**config.mk**
```make
export PLATFORM = sky130hd
export DESIGN_NAME = bcd_top
export DESIGN_NICKNAME = d
export VERILOG_FILES = /design/src/hw/bcd_pkg.sv /design/src/hw/bcd_sync.sv /design/src/hw/bcd_top.sv
export SDC_FILE = /design/constraint.sdc
export NUM_CORES = 1
export LEC_CHECK = 0
export BUFFER_PORTS_ARGS = -buffer_cell sky130_fd_sc_hd__buf_2
export CORE_MARGIN = 3
export CORE_UTILIZATION = 32
export DETAILED_ROUTE_END_ITERATION = 12
export PLACE_DENSITY = 0.56
export SETUP_SLACK_MARGIN = 0.3
export SYNTH_ARGS = -nofsm -noshare
export SYNTH_HDL_FRONTEND = slang
export SYNTH_HIERARCHICAL = 1
export SYNTH_SLANG_ARGS = --single-unit
export TNS_END_PERCENT = 50
```
**constraint.sdc**
```tcl
create_clock -name clk_sys_in -period 2.3 [get_ports clk_sys_in]
set_clock_uncertainty 0.05 [all_clocks]
set_input_delay 0.69 -clock clk_sys_in [delete_from_list [all_inputs] [get_ports clk_sys_in]]
set_output_delay 0.69 -clock clk_sys_in [all_outputs]
set_load 0.05 [all_outputs]
```
**src/hw/bcd_pkg.sv**
```systemverilog
package bcd_pkg;

  // --------------------------------------------------------------
  // configuration word layout
  // --------------------------------------------------------------
  localparam int CFG_W      = 16;
  localparam int F_RTC_FULL = 0;
  localparam int F_CLK_RC   = 1;
  localparam int F_KEEP_ON  = 2;
  localparam int F_SLOT_LNG = 3;
  localparam int F_LP_OFF   = 4;
  localparam int F_LP_RST   = 5;
  localparam int F_INTERRUPT_POLARITY   = 6;
  localparam int F_SUP_MSK  = 7;
  localparam int F_P5_FALL  = 8;
  localparam int F_P5_RISE  = 9;
  localparam int F_P4_FALL  = 10;
  localparam int F_P4_RISE  = 11;
  localparam int F_OPEN_DR  = 12;
  localparam int F_WD_EN    = 13;
  localparam int F_AUTO_ON  = 14;
  localparam int F_PD_POL   = 15;

  // --------------------------------------------------------------
  // fixed boot values
  // --------------------------------------------------------------
  localparam logic [CFG_W-1:0] CFG_FIXED       = 16'h65B8;
  localparam logic [7:0]       VER_FIXED       = 8'h20;
  localparam int               SLOT_W          = 4;
  localparam logic [3:0]       SLOT_NONE       = 4'h0;
  localparam logic [3:0]       SLOT_FIRST      = 4'h1;
  localparam logic [3:0]       SLOT_LAST       = 4'hF;
  localparam logic [3:0]       FIX_RST_SLOT    = 4'hE;
  localparam logic [3:0]       FIX_PIN0_SLOT   = 4'h5;

  // --------------------------------------------------------------
  // timing
  // --------------------------------------------------------------
  localparam longint CLK_HZ         = 40000000;
  localparam longint SLOT_SHORT_US  = 500;
  localparam longint SLOT_LONG_US   = 2000;
  localparam longint WD_PERIOD_S    = 100;
  localparam longint SLOT_SHORT_CYC = SLOT_SHORT_US * CLK_HZ / 1000000;
  localparam longint SLOT_LONG_CYC  = SLOT_LONG_US * CLK_HZ / 1000000;
  localparam longint WD_PERIOD_CYC  = WD_PERIOD_S * CLK_HZ;
  localparam int     SLOT_CNT_W     = 17;
  localparam int     WD_CNT_W       = 32;

  // --------------------------------------------------------------
  // synchronised pin positions
  // --------------------------------------------------------------
  localparam int SY_W      = 6;
  localparam int SY_STRAP  = 0;
  localparam int SY_PIN4   = 1;
  localparam int SY_PIN5   = 2;
  localparam int SY_HOLD   = 3;
  localparam int SY_PDN    = 4;
  localparam int SY_SUPPLY = 5;

  typedef enum logic [1:0] {ST_LOAD, ST_OFF, ST_SEQ, ST_ON} bcd_state_e;

endpackage

```
**src/hw/bcd_sync.sv**
```systemverilog
module bcd_sync #(
  parameter int W = 1
) (
  input  wire logic         clk_sys_in,
  input  wire logic [W-1:0] async_in,
  output logic      [W-1:0] sync_out
);

  logic [W-1:0] meta_r;
  logic [W-1:0] sync_r;

  // first stage feeds only the second stage
  // no reset: the strap must already be settled when reset lets go
  always_ff @(posedge clk_sys_in)
  begin
    meta_r <= async_in;
    sync_r <= meta_r;
  end

  assign sync_out = sync_r;

endmodule

```
**src/hw/bcd_top.sv**
```systemverilog
// Functional notes
// [RULE1] slot lasts 0.5 ms or 2 ms
// [RULE2] interrupt output polarity follows polarity bit
// [RULE3] long press turns off when enabled
// [RULE4] core reset after long-press turn-off when enabled
// [RULE5] slow clock from crystal or RC
// [RULE6] rtc regulator low or full power when off
// [RULE7] keep-on bit holds device on
// [RULE8] supply rise auto-starts unless masked
// [RULE9] mask bits gate pin four/five edge events
// [RULE10] fixed boot masks falls, passes rises
// [RULE11] pin zero push-pull or open-drain
// [RULE12] watchdog runs 100 s period when enabled
// [RULE13] readable boot version, fixed 0x20
// [RULE14] auto keep-on sets bit, hold pin freed
// [RULE15] power-down input polarity selectable
// [RULE16] power-up steps slots enabling resources
module bcd_top #(
  parameter logic [16:0] SLOT_SHORT_CYC = 17'(bcd_pkg::SLOT_SHORT_CYC),
  parameter logic [16:0] SLOT_LONG_CYC  = 17'(bcd_pkg::SLOT_LONG_CYC),
  parameter logic [31:0] WD_PERIOD_CYC  = 32'(bcd_pkg::WD_PERIOD_CYC)
) (
  input  wire logic        clk_sys_in,
  input  wire logic        nrst_in,
  input  wire logic        boot_from_eeprom_in,
  input  wire logic [15:0] eeprom_cfg_in,
  input  wire logic [7:0]  eeprom_version_in,
  input  wire logic [3:0]  eeprom_reset_slot_in,
  input  wire logic [3:0]  eeprom_pin0_slot_in,
  input  wire logic        host_wr_in,
  input  wire logic [15:0] host_cfg_in,
  input  wire logic        start_reason_in,
  input  wire logic        supply_present_in,
  input  wire logic        long_press_in,
  input  wire logic        power_hold_pin_in,
  input  wire logic        power_down_reset_input_in,
  input  wire logic        general_pin_four_in,
  input  wire logic        general_pin_five_in,
  input  wire logic        pin0_level_in,
  input  wire logic        irq_req_in,
  input  wire logic        wd_kick_in,
  output logic [15:0]      cfg_out,
  output logic [7:0]       boot_sequence_version_out,
  output logic [3:0]       slot_num_out,
  output logic             keep_on_bit_out,
  output logic             system_reset_out_n_out,
  output logic             general_pin_zero_out,
  output logic             general_pin_zero_oe_out,
  output logic             interrupt_out,
  output logic [3:0]       pin_event_out,
  output logic             turn_off_req_out,
  output logic             core_reset_out,
  output logic             rtc_full_power_out,
  output logic             slow_clk_rc_out,
  output logic             power_hold_gpi_out,
  output logic             watchdog_expire_out
);

  // ----------------------------------------------------------------
  // pin synchronisers
  // ----------------------------------------------------------------
  logic [bcd_pkg::SY_W-1:0] sy;

  bcd_sync #(.W(bcd_pkg::SY_W)) u_sync (
    .clk_sys_in (clk_sys_in),
    .async_in   ({supply_present_in, power_down_reset_input_in, power_hold_pin_in,
                  general_pin_five_in, general_pin_four_in, boot_from_eeprom_in}),
    .sync_out   (sy)
  );

  // ----------------------------------------------------------------
  // state and configuration
  // ----------------------------------------------------------------
  bcd_pkg::bcd_state_e state_r, state_nxt;
  logic [15:0] cfg_r, cfg_nxt;
  logic [7:0]  ver_r, ver_nxt;
  logic [3:0]  rst_slot_r, rst_slot_nxt;
  logic [3:0]  pin0_slot_r, pin0_slot_nxt;
  logic [3:0]  slot_r, slot_nxt;
  logic [16:0] slot_cnt_r, slot_cnt_nxt;
  logic [31:0] wd_cnt_r, wd_cnt_nxt;
  logic        rst_pend_r, rst_pend_nxt;
  logic        sup_prev_r, p4_prev_r, p5_prev_r;
  logic        rst_rel_r, rst_rel_nxt;
  logic        pin0_en_r, pin0_en_nxt;
  logic        core_rst_r, core_rst_nxt;
  logic        off_req_r, off_req_nxt;
  logic        wd_exp_r, wd_exp_nxt;
  logic        irq_r, irq_nxt;
  logic        pz_r, pz_nxt;
  logic        pz_oe_r, pz_oe_nxt;
  logic [3:0]  ev_r, ev_nxt;
  logic [16:0] slot_lim;
  logic        slot_tick, pd_act, hold_ok, sup_rise, lp_off_ev, auto_set;

  always_comb
  begin
    slot_lim  = cfg_r[bcd_pkg::F_SLOT_LNG] ? SLOT_LONG_CYC - 17'h1
                                           : SLOT_SHORT_CYC - 17'h1; // RULE1
    slot_tick = (state_r == bcd_pkg::ST_SEQ) && (slot_cnt_r == slot_lim);
    // polarity option: 0 active-low, 1 active-high
    pd_act    = cfg_r[bcd_pkg::F_PD_POL] ? sy[bcd_pkg::SY_PDN]
                                         : !sy[bcd_pkg::SY_PDN]; // RULE15
    // hold pin only counts while auto keep-on is off
    hold_ok   = cfg_r[bcd_pkg::F_KEEP_ON]
                || (!cfg_r[bcd_pkg::F_AUTO_ON] && sy[bcd_pkg::SY_HOLD]); // RULE7 RULE14
    sup_rise  = sy[bcd_pkg::SY_SUPPLY] && !sup_prev_r;
    lp_off_ev = (state_r == bcd_pkg::ST_ON) && long_press_in
                && cfg_r[bcd_pkg::F_LP_OFF]; // RULE3
    auto_set  = slot_tick && (slot_r == bcd_pkg::SLOT_LAST)
                && cfg_r[bcd_pkg::F_AUTO_ON]; // RULE14
  end

  always_comb
  begin
    state_nxt     = state_r;
    cfg_nxt       = cfg_r;
    ver_nxt       = ver_r;
    rst_slot_nxt  = rst_slot_r;
    pin0_slot_nxt = pin0_slot_r;
    slot_nxt      = slot_r;
    slot_cnt_nxt  = slot_cnt_r;
    rst_pend_nxt  = rst_pend_r;
    rst_rel_nxt   = rst_rel_r;
    pin0_en_nxt   = pin0_en_r;
    core_rst_nxt  = 1'b0;
    off_req_nxt   = 1'b0;
    if (host_wr_in)
    begin
      cfg_nxt = host_cfg_in;
    end
    unique case (state_r)
      bcd_pkg::ST_LOAD:
      begin
        // fixed values unless the strap selects the stored image
        if (sy[bcd_pkg::SY_STRAP])
        begin
          cfg_nxt       = eeprom_cfg_in;
          ver_nxt       = eeprom_version_in;
          rst_slot_nxt  = eeprom_reset_slot_in;
          pin0_slot_nxt = eeprom_pin0_slot_in;
        end
        else
        begin
          cfg_nxt       = bcd_pkg::CFG_FIXED; // RULE10
          ver_nxt       = bcd_pkg::VER_FIXED; // RULE13
          rst_slot_nxt  = bcd_pkg::FIX_RST_SLOT;
          pin0_slot_nxt = bcd_pkg::FIX_PIN0_SLOT;
        end
        rst_pend_nxt = 1'b0;
        state_nxt    = bcd_pkg::ST_OFF;
      end
      bcd_pkg::ST_OFF:
      begin
        rst_rel_nxt = 1'b0;
        pin0_en_nxt = 1'b0;
        if (rst_pend_r)
        begin
          core_rst_nxt = 1'b1; // RULE4
          state_nxt    = bcd_pkg::ST_LOAD;
        end
        else if (start_reason_in || (sup_rise && !cfg_r[bcd_pkg::F_SUP_MSK])) // RULE8
        begin
          state_nxt    = bcd_pkg::ST_SEQ;
          slot_nxt     = bcd_pkg::SLOT_FIRST;
          slot_cnt_nxt = '0;
        end
      end
      bcd_pkg::ST_SEQ:
      begin
        // resource comes up at its own slot and stays up
        if (slot_r == rst_slot_r && rst_slot_r != bcd_pkg::SLOT_NONE)
        begin
          rst_rel_nxt = 1'b1; // RULE16
        end
        if (slot_r == pin0_slot_r && pin0_slot_r != bcd_pkg::SLOT_NONE)
        begin
          pin0_en_nxt = 1'b1; // RULE16
        end
        slot_cnt_nxt = slot_cnt_r + 17'h1;
        if (pd_act)
        begin
          state_nxt = bcd_pkg::ST_LOAD;
        end
        else if (slot_tick)
        begin
          slot_cnt_nxt = '0;
          if (slot_r == bcd_pkg::SLOT_LAST)
          begin
            state_nxt = bcd_pkg::ST_ON;
          end
          else
          begin
            slot_nxt = slot_r + 4'h1; // RULE16
          end
        end
      end
      bcd_pkg::ST_ON:
      begin
        if (pd_act)
        begin
          state_nxt = bcd_pkg::ST_LOAD; // RULE15
        end
        else if (lp_off_ev)
        begin
          off_req_nxt  = 1'b1; // RULE3
          rst_pend_nxt = cfg_r[bcd_pkg::F_LP_RST]; // RULE4
          state_nxt    = bcd_pkg::ST_OFF;
        end
        else if (!hold_ok)
        begin
          state_nxt = bcd_pkg::ST_OFF; // RULE7
        end
      end
    endcase
    if (state_nxt == bcd_pkg::ST_OFF && state_r == bcd_pkg::ST_ON)
    begin
      cfg_nxt[bcd_pkg::F_KEEP_ON] = 1'b0;
    end
    // internal set beats a host clear in the same cycle
    if (auto_set)
    begin
      cfg_nxt[bcd_pkg::F_KEEP_ON] = 1'b1; // RULE14
    end
  end

  // ----------------------------------------------------------------
  // watchdog, pins, interrupt output
  // ----------------------------------------------------------------
  always_comb
  begin
    wd_cnt_nxt = '0;
    wd_exp_nxt = 1'b0;
    if (state_r == bcd_pkg::ST_ON && cfg_r[bcd_pkg::F_WD_EN] && !wd_kick_in)
    begin
      if (wd_cnt_r == WD_PERIOD_CYC - 32'h1)
      begin
        wd_exp_nxt = 1'b1; // RULE12
      end
      else
      begin
        wd_cnt_nxt = wd_cnt_r + 32'h1; // RULE12
      end
    end
    // masked edges never reach the event lines
    ev_nxt[0] = !sy[bcd_pkg::SY_PIN4] && p4_prev_r && !cfg_r[bcd_pkg::F_P4_FALL]; // RULE9
    ev_nxt[1] = sy[bcd_pkg::SY_PIN4] && !p4_prev_r && !cfg_r[bcd_pkg::F_P4_RISE]; // RULE9
    ev_nxt[2] = !sy[bcd_pkg::SY_PIN5] && p5_prev_r && !cfg_r[bcd_pkg::F_P5_FALL]; // RULE9
    ev_nxt[3] = sy[bcd_pkg::SY_PIN5] && !p5_prev_r && !cfg_r[bcd_pkg::F_P5_RISE]; // RULE9
    irq_nxt   = cfg_r[bcd_pkg::F_INTERRUPT_POLARITY] ? irq_req_in : !irq_req_in; // RULE2
    pz_nxt    = 1'b0;
    pz_oe_nxt = 1'b0;
    if (pin0_en_r)
    begin
      if (cfg_r[bcd_pkg::F_OPEN_DR])
      begin
        pz_oe_nxt = !pin0_level_in; // RULE11
      end
      else
      begin
        pz_nxt    = pin0_level_in; // RULE11
        pz_oe_nxt = 1'b1;
      end
    end
  end

  always_ff @(posedge clk_sys_in or negedge nrst_in)
  begin
    if (!nrst_in)
    begin
      state_r     <= bcd_pkg::ST_LOAD;
      cfg_r       <= bcd_pkg::CFG_FIXED;
      ver_r       <= bcd_pkg::VER_FIXED;
      rst_slot_r  <= bcd_pkg::FIX_RST_SLOT;
      pin0_slot_r <= bcd_pkg::FIX_PIN0_SLOT;
      slot_r      <= bcd_pkg::SLOT_NONE;
      slot_cnt_r  <= '0;
      wd_cnt_r    <= '0;
      rst_pend_r  <= 1'b0;
      sup_prev_r  <= 1'b0;
      p4_prev_r   <= 1'b0;
      p5_prev_r   <= 1'b0;
      rst_rel_r   <= 1'b0;
      pin0_en_r   <= 1'b0;
      core_rst_r  <= 1'b0;
      off_req_r   <= 1'b0;
      wd_exp_r    <= 1'b0;
      irq_r       <= 1'b1;
      pz_r        <= 1'b0;
      pz_oe_r     <= 1'b0;
      ev_r        <= '0;
    end
    else
    begin
      state_r     <= state_nxt;
      cfg_r       <= cfg_nxt;
      ver_r       <= ver_nxt;
      rst_slot_r  <= rst_slot_nxt;
      pin0_slot_r <= pin0_slot_nxt;
      slot_r      <= slot_nxt;
      slot_cnt_r  <= slot_cnt_nxt;
      wd_cnt_r    <= wd_cnt_nxt;
      rst_pend_r  <= rst_pend_nxt;
      sup_prev_r  <= sy[bcd_pkg::SY_SUPPLY];
      p4_prev_r   <= sy[bcd_pkg::SY_PIN4];
      p5_prev_r   <= sy[bcd_pkg::SY_PIN5];
      rst_rel_r   <= rst_rel_nxt;
      pin0_en_r   <= pin0_en_nxt;
      core_rst_r  <= core_rst_nxt;
      off_req_r   <= off_req_nxt;
      wd_exp_r    <= wd_exp_nxt;
      irq_r       <= irq_nxt;
      pz_r        <= pz_nxt;
      pz_oe_r     <= pz_oe_nxt;
      ev_r        <= ev_nxt;
    end
  end

  assign cfg_out                   = cfg_r;
  assign boot_sequence_version_out = ver_r; // RULE13
  assign slot_num_out              = slot_r;
  assign keep_on_bit_out                = cfg_r[bcd_pkg::F_KEEP_ON];
  assign system_reset_out_n_out    = rst_rel_r;
  assign general_pin_zero_out      = pz_r;
  assign general_pin_zero_oe_out   = pz_oe_r;
  assign interrupt_out             = irq_r;
  assign pin_event_out             = ev_r;
  assign turn_off_req_out          = off_req_r;
  assign core_reset_out            = core_rst_r;
  assign rtc_full_power_out        = cfg_r[bcd_pkg::F_RTC_FULL]; // RULE6
  assign slow_clk_rc_out           = cfg_r[bcd_pkg::F_CLK_RC]; // RULE5
  assign power_hold_gpi_out        = cfg_r[bcd_pkg::F_AUTO_ON]; // RULE14
  assign watchdog_expire_out       = wd_exp_r;
endmodule

```
==> summary.md, run 1 <==
| Metric | Value |
|---|---|
| Status | finished, final reports clean |
| DP HPWL | 9.27 mm |
| Final WS setup | 0.254 ns |
| CP arrival | 2.29 ns |
| Remaining DRCs | 0 |
| Setup violations, final | 0 |
| Power consumption | 0.00804 W |
| Crit path to | slot_num_out[2]$_DFFE_PN0P_ |
| Switching pwr | 0.00306 W |
| Area grow syn2layout | 30.3% |
| Nets@finish | 709 |
| Int Power | 0.00498 W |
| Die area | 18400 sq um |
| Cell chain of the critical path | ha_4 > and3_4 > or3_4 > a211oi_4 > a21oi_1 > a31o_2 |
| First-pass GRT wire length | 22.0 mm |
| DP Area | 6230 sq um |
| Critical Path RT | 2.55 ns |
| Synth cell types | 63 |
| Met1 Track Usage GR | 0.186 |
| Tot GR Track Use | 0.150 |
| Fillers | 1526 |
| Core ar. | 16200 sq um |
| Top Ports | 105 |
| Reg2reg end | slot_num_out[2]$_DFFE_PN0P_ |
| Top Usage Layer GRT | met2 |
| Max Buffers Root-to-Sink | 2 |
| Crit Path Max Fanout | 6 |
| Global route overflow | 0 |
| Flops & latches, synth | 115 |
| CP max-delay cell | dfrtp_4 |
| Die X | 136 um |
| WL per Instance | 15.3 um |
| Diode count | 0 |
| CP Class | flop to flop |
| First drt pass iteration count | 4 |
| DR vias | 4305 |
| Htree depth | 4 |
| Routability congestion estimate | 0.783 |
| RSZ-0062 raised after global routing | true |
| Worst setup SP type | flop |
| Clock period minus worst slack | 2.05 ns |
| CTS Buf Count | 17 |
| Share of cells above drive strength 1 | 0.333 |
| Async set-reset flop share out of synthesis | 0.896 |
| Clk_lat worst skew | 0.41 ns |
| Most common cell after layout, fill and taps aside | buf_2 |
| Final Hold Fails | 0 |
| Initial Util | 0.332 |
| CTS tree | done |
| Max Cap Viol | 0 |
| Slowest stage delay, CP | 0.51 ns |
| Port bufs | 104 |
| Post-route clock period utilization | 0.889 |
| Die Span Y | 136 um |
| Crit path launch | slot_num_out[0]$_DFFE_PN0P_ |
| Primary FF master, synth | dfrtp_1 |
| Final Slew Violations | 0 |
| Reg2Reg Depth | 6 |
| CP Capture Type | flop |
| Comb pwr share | 0.303 |
| HP Class | input port to async pin |
| Worst-path clk slew | 0.06 ns |
| Sink Count | 115 |
| Final instance area | 7000 sq um |
| Met3 usage | 0.0516 |
| Register area share after synthesis | 0.528 |
| Largest net degree at the start of global routing | 44 |
| Achievable Freq | 489 MHz |
| Cells after synthesis | 527 |
| Clock share of power | 0.353 |
| Sum Neg Setup Slack | 0 ns |
| Worst R2R Setup Slack | 0.25 ns |
| Via-to-Cell Ratio | 4.93 |
| Vias in the first global route | 4509 |
| Leakage power | 3.05 nW |
| Switch share | 0.380 |
| Post-route ant nets | 0 |
| Slew headroom | 0.576 |
| Synth Area per Inst | 10.2 sq um |
| Worst r2r src | slot_num_out[0]$_DFFE_PN0P_ |
| Post-Place Worst Slack | 0.140 ns |
| Power density over the cells | 1150 nW/um^2 |
| Most frequent cells in the layout | buf_2, dfrtp_1, nor2_1 |
| Detailed Route Iter0 Violations | 221 |
| WL final | 13.3 mm |
| CTS root buffer | clkbuf_16 |
| Syn Nets | 592 |
| Antenna violations before repair | 0 |
| Worst slew pin tran | 0.633 ns |
| Sequential share of power | 0.344 |
| # hold bufs at CTS | 0 |
| Synthesis warning total | 6 |
| FP Rows | 46 |
| Area of the mapped netlist | 5370 sq um |
| Maximum vdd drop | 0.000894 V |
| Met2 GRT Util | 0.243 |
| Fin util | 0.433 |
| Post-synth EDFFs | 0 |
## state kept, by name, indices dropped and copies added (netlist names), 4 cells and up
register and count:
wd_cnt_r 32, pin0_slot_r 4, pin_event_out 4, cfg_out 16, slot_num_out 4, u_sync/sync_out 6
rst_slot_r 4, slot_cnt_r 17, u_sync/meta_r 6, boot_sequence_version_out 8
## synthesized netlist by cell type (4+ instances only)
cell type | count | share of area
a21oi_1 | 18 | 0.017
dfrtp_1 | 88 | 0.41
nor2_1 | 61 | 0.043
xor2_1 | 16 | 0.026
a2111oi_0 | 5 | 0.0081
buf_4 | 5 | 0.0070
o21ai_0 | 14 | 0.013
nand2_1 | 46 | 0.032
clkbuf_1 | 15 | 0.010
nor4_1 | 4 | 0.0047
nand4_1 | 9 | 0.010
and3_1 | 7 | 0.0081
nor3_1 | 16 | 0.015
buf_2 | 10 | 0.0093
dfxtp_1 | 12 | 0.045
mux2i_1 | 18 | 0.034
or3_1 | 5 | 0.0058
a31oi_1 | 9 | 0.010
a31o_2 | 5 | 0.0081
nand2b_1 | 5 | 0.0058
nor3b_1 | 13 | 0.018
dfstp_2 | 15 | 0.073
xnor2_1 | 32 | 0.052
inv_1 | 12 | 0.0084
nand3_1 | 29 | 0.027
nor2b_1 | 5 | 0.0058
## cell families after synthesis
logic type	synth area share
buffers and inverters	0.0366
AO/OA/AOI/OAI	0.0889
AND/OR/NAND/NOR	0.226
flip-flops	0.528
multiplexers	0.0356
adder cells (fa/ha/maj)	0.00699
XOR/XNOR	0.0782
## through the flow
stage | hold WS [ns] | instances
5_1_grt | 0.216 | 873
3_5_place_dp | 0.262 | 836
2_1_floorplan | 0.260 | 527
6_report | 0.197 | 873
3_3_place_gp | 0.262 | 836
4_1_cts | 0.195 | 870
## per-layer routing
layer  vias up  wire length (um)
met5         -                 0
met4         0               209
met2       124              6310
met3        18               824
li1       2079                 -
met1      2084              5990
## worst min path at each step
| stage | from | to | slack (ns) |
|---|---|---|---|
| 4_1_cts | nrst_in | cfg_out[6]$_DFFE_PN0P_ | 0.19 |
| 5_1_grt | nrst_in | cfg_out[1]$_DFFE_PN0P_ | 0.22 |
| 2_1_floorplan | u_sync/meta_r[0]$_DFF_P_ | u_sync/sync_out[0]$_DFF_P_ | 0.26 |
| 3_3_place_gp | u_sync/meta_r[4]$_DFF_P_ | u_sync/sync_out[4]$_DFF_P_ | 0.26 |
| 3_5_place_dp | u_sync/meta_r[1]$_DFF_P_ | u_sync/sync_out[1]$_DFF_P_ | 0.26 |
| 6_report | nrst_in | slot_num_out[2]$_DFFE_PN0P_ | 0.20 |
## worst max-delay path: cells and delay by family, from the launching register on
kind / cells / cell delay, ns
flops: 1 / 0.51
simple gates: 2 / 0.54
fa+ha+maj: 1 / 0.17
compound gates: 3 / 0.66
## what timing repair did
item                                    4_1_cts  5_1_grt
cloned                                        0        0
endpoints found under the setup margin       23       49
endpoints found under the hold margin         0        0
pin swaps                                     1        7
setup buffers                                 2        3
resized for setup                             6       18
## power groups by stage
stage / clock, W / combinational (W) / sequential (W)
floorplan: 0 / 0.00103 / 0.00350
global placement: 0 / 0.00238 / 0.00279
detailed placement: 0 / 0.00240 / 0.00279
CTS: 0.00289 / 0.00243 / 0.00277
global route: 0.00299 / 0.00263 / 0.00282
finish: 0.00284 / 0.00243 / 0.00276
## area by class of cell
type                            instances  area (sq um)  share of cell area
Clock buffer                           18           439              0.0627
Multi-Input combinational cell        368          2460               0.351
Timing Repair Buffer                  130           743               0.106
Sequential cell                       115          2850               0.407
Clock inverter                         14           201              0.0288
Tap cell                              216           270              0.0386
Inverter                               12          45.0             0.00643
No activity file was read; power rests on OpenSTA's default activity.
==> run 2: changes to the inputs <==
CORE_MARGIN = 2   (was 3)
CTS_CLUSTER_SIZE = 28   (was unset)
GPL_ROUTABILITY_DRIVEN = 1   (was unset)
==> run 2 against run 1 <==
Clock power hardly changed. Final cell count grew 0.46%. Worst setup slack hardly changed. Via count up 0.84%. Clock-buffer cell count unchanged. Utilization down 1.0 points. Die area fell by 2.9%. Non-clock buffer count stayed put. Global-route usage grew 0.81 points. Combinational power hardly changed. Sequential share of layout area hardly changed. Highest routed layer unchanged. Critical path depth did not move.
==> summary.md, run 2 (synthesized netlist as in run 1, its figures left out) <==
| Metric | Value |
|---|---|
| Status | finished, final reports clean |
| Area grow syn2layout | 30.1% |
| Diode count | 0 |
| Routability congestion estimate | 0.861 |
| HP Class | input port to async pin |
| Post-route clock period utilization | 0.890 |
| Tot GR Track Use | 0.158 |
| Vias in the first global route | 4429 |
| Fin util | 0.423 |
| Final Slew Violations | 0 |
| Slew headroom | 0.585 |
| Worst-path clk slew | 0.06 ns |
| RSZ-0062 raised after global routing | true |
| Sum Neg Setup Slack | 0 ns |
| Placed Cells incl. Taps | 839 |
| Clock share of power | 0.351 |
| Max Buffers Root-to-Sink | 2 |
| Max Cap Viol | 0 |
| Post-route ant nets | 0 |
| Die area | 17800 sq um |
| Die X | 134 um |
| Switching pwr | 0.00307 W |
| Most flops, register | wd_cnt_r |
| Maximum vdd drop | 0.000939 V |
| WL final | 13.3 mm |
| Comb pwr share | 0.305 |
| Global route overflow | 0 |
| Achievable Freq | 489 MHz |
| CP Class | flop to flop |
| Final Hold Fails | 0 |
| Worst hold slack | 0.111 ns |
| Htree depth | 4 |
| Most common cell after layout, fill and taps aside | buf_2 |
| Port bufs | 104 |
| Initial Util | 0.325 |
| Reg2reg end | slot_num_out[2]$_DFFE_PN0P_ |
| FP Rows | 47 |
| Share of cells above drive strength 1 | 0.324 |
| Top Ports | 105 |
| Int Power | 0.00497 W |
| Sink Count | 115 |
| Via-to-Cell Ratio | 4.95 |
| Switch share | 0.382 |
| Most frequent cells in the layout | buf_2, dfrtp_1, nor2_1 |
| Worst slew pin tran | 0.619 ns |
| Setup violations, final | 0 |
| Detailed Route Iter0 Violations | 212 |
| Max reg flops | 32 |
| Worst r2r src | slot_num_out[0]$_DFFE_PN0P_ |
| Core ar. | 16500 sq um |
| CP Capture Type | flop |
| Clock period minus worst slack | 2.05 ns |
| Reg2Reg Depth | 6 |
| Worst setup SP type | flop |
| CTS tree | done |
| Remaining DRCs | 0 |
| Nets@finish | 709 |
| Clk_lat worst skew | 0.42 ns |
| DP HPWL | 9.38 mm |
| Worst R2R Setup Slack | 0.25 ns |
| Antenna violations before repair | 0 |
| Critical Path RT | 2.56 ns |
| Leakage power | 3.05 nW |
| DR vias | 4341 |
| CTS Buf Count | 17 |
| CP arrival | 2.30 ns |
| CTS root buffer | clkbuf_16 |
| First drt pass iteration count | 4 |
| Largest net degree at the start of global routing | 53 |
| Sequential share of power | 0.343 |
| Crit Path Max Fanout | 5 |
| Die Span Y | 134 um |
| Power density over the cells | 1150 nW/um^2 |
| Layout Cells excl Fill | 877 |
| First-pass GRT wire length | 22.3 mm |
| WL per Instance | 15.2 um |
[run 2: layout make-up]
type | count | area, sq um
Fill cell | 1597 | 9530
Inverter | 12 | 45.0
Timing Repair Buffer | 130 | 747
Multi-Input combinational cell | 368 | 2450
Clock inverter | 14 | 204
Tap cell | 220 | 275
Clock buffer | 18 | 429
Sequential cell | 115 | 2840
[run 2: power by group through the flow]
stage / clock network (W) / registers [W] / logic (W)
3_3_place_gp: 0 / 0.00278 / 0.00239
6_report: 0.00283 / 0.00276 / 0.00246
4_1_cts: 0.00288 / 0.00276 / 0.00245
3_5_place_dp: 0 / 0.00279 / 0.00241
5_1_grt: 0.00298 / 0.00281 / 0.00265
2_1_floorplan: 0 / 0.00350 / 0.00103
[run 2: worst max path at each step]
stage	endpoint	slack, ns	start	depth (start not counted)
final	slot_num_out[2]$_DFFE_PN0P_	0.25	slot_num_out[0]$_DFFE_PN0P_	6
after global routing	slot_num_out[3]$_DFFE_PN0P_	0.19	slot_num_out[0]$_DFFE_PN0P_	6
after CTS	cfg_out[5]	0.28	cfg_out[5]$_DFFE_PN1P_	1
after detailed placement	wd_cnt_r[18]$_DFF_PN0_	0.16	wd_cnt_r[0]$_DFF_PN0_	5
after global placement	wd_cnt_r[26]$_DFF_PN0_	0.22	wd_cnt_r[0]$_DFF_PN0_	6
after floorplan	slot_num_out[2]$_DFFE_PN0P_	0.22	slot_num_out[0]$_DFFE_PN0P_	6
[run 2: repair_timing]
| action | 4_1_cts | 5_1_grt |
|---|---|---|
| pin swaps | 1 | 4 |
| endpoints found under the setup margin | 17 | 52 |
| hold endpoints to repair | 0 | 0 |
| hold buffers | 0 | 0 |
| buffers inserted | 5 | 1 |
| cloned | 0 | 0 |
| gates resized for setup | 3 | 17 |
[run 2: worst max-delay path: stages, from the launching register on]
cell and delay (ns):
dfrtp_4 0.50, ha_4 0.18, and3_4 0.17, or3_4 0.39, a211oi_4 0.31, a21oi_1 0.11, a31o_2 0.22
[run 2: layer usage]
metal | vias up | share of wire | global-route usage
li1 | 2081 | - | -
met1 | 2117 | 0.45 | 0.192
met2 | 132 | 0.48 | 0.259
met3 | 11 | 0.064 | 0.0586
met4 | 0 | 0.011 | 0.0567
met5 | - | 0 | 0
[run 2: stage by stage]
step	cell area, sq um	power [W]	setup slack [ns]
final	6990	0.00804	0.254
after global placement	6230	0.00517	0.218
after CTS	6920	0.00809	0.281
after global routing	6990	0.00845	0.186
after floorplan	5400	0.00453	0.223
after detailed placement	6230	0.00520	0.160
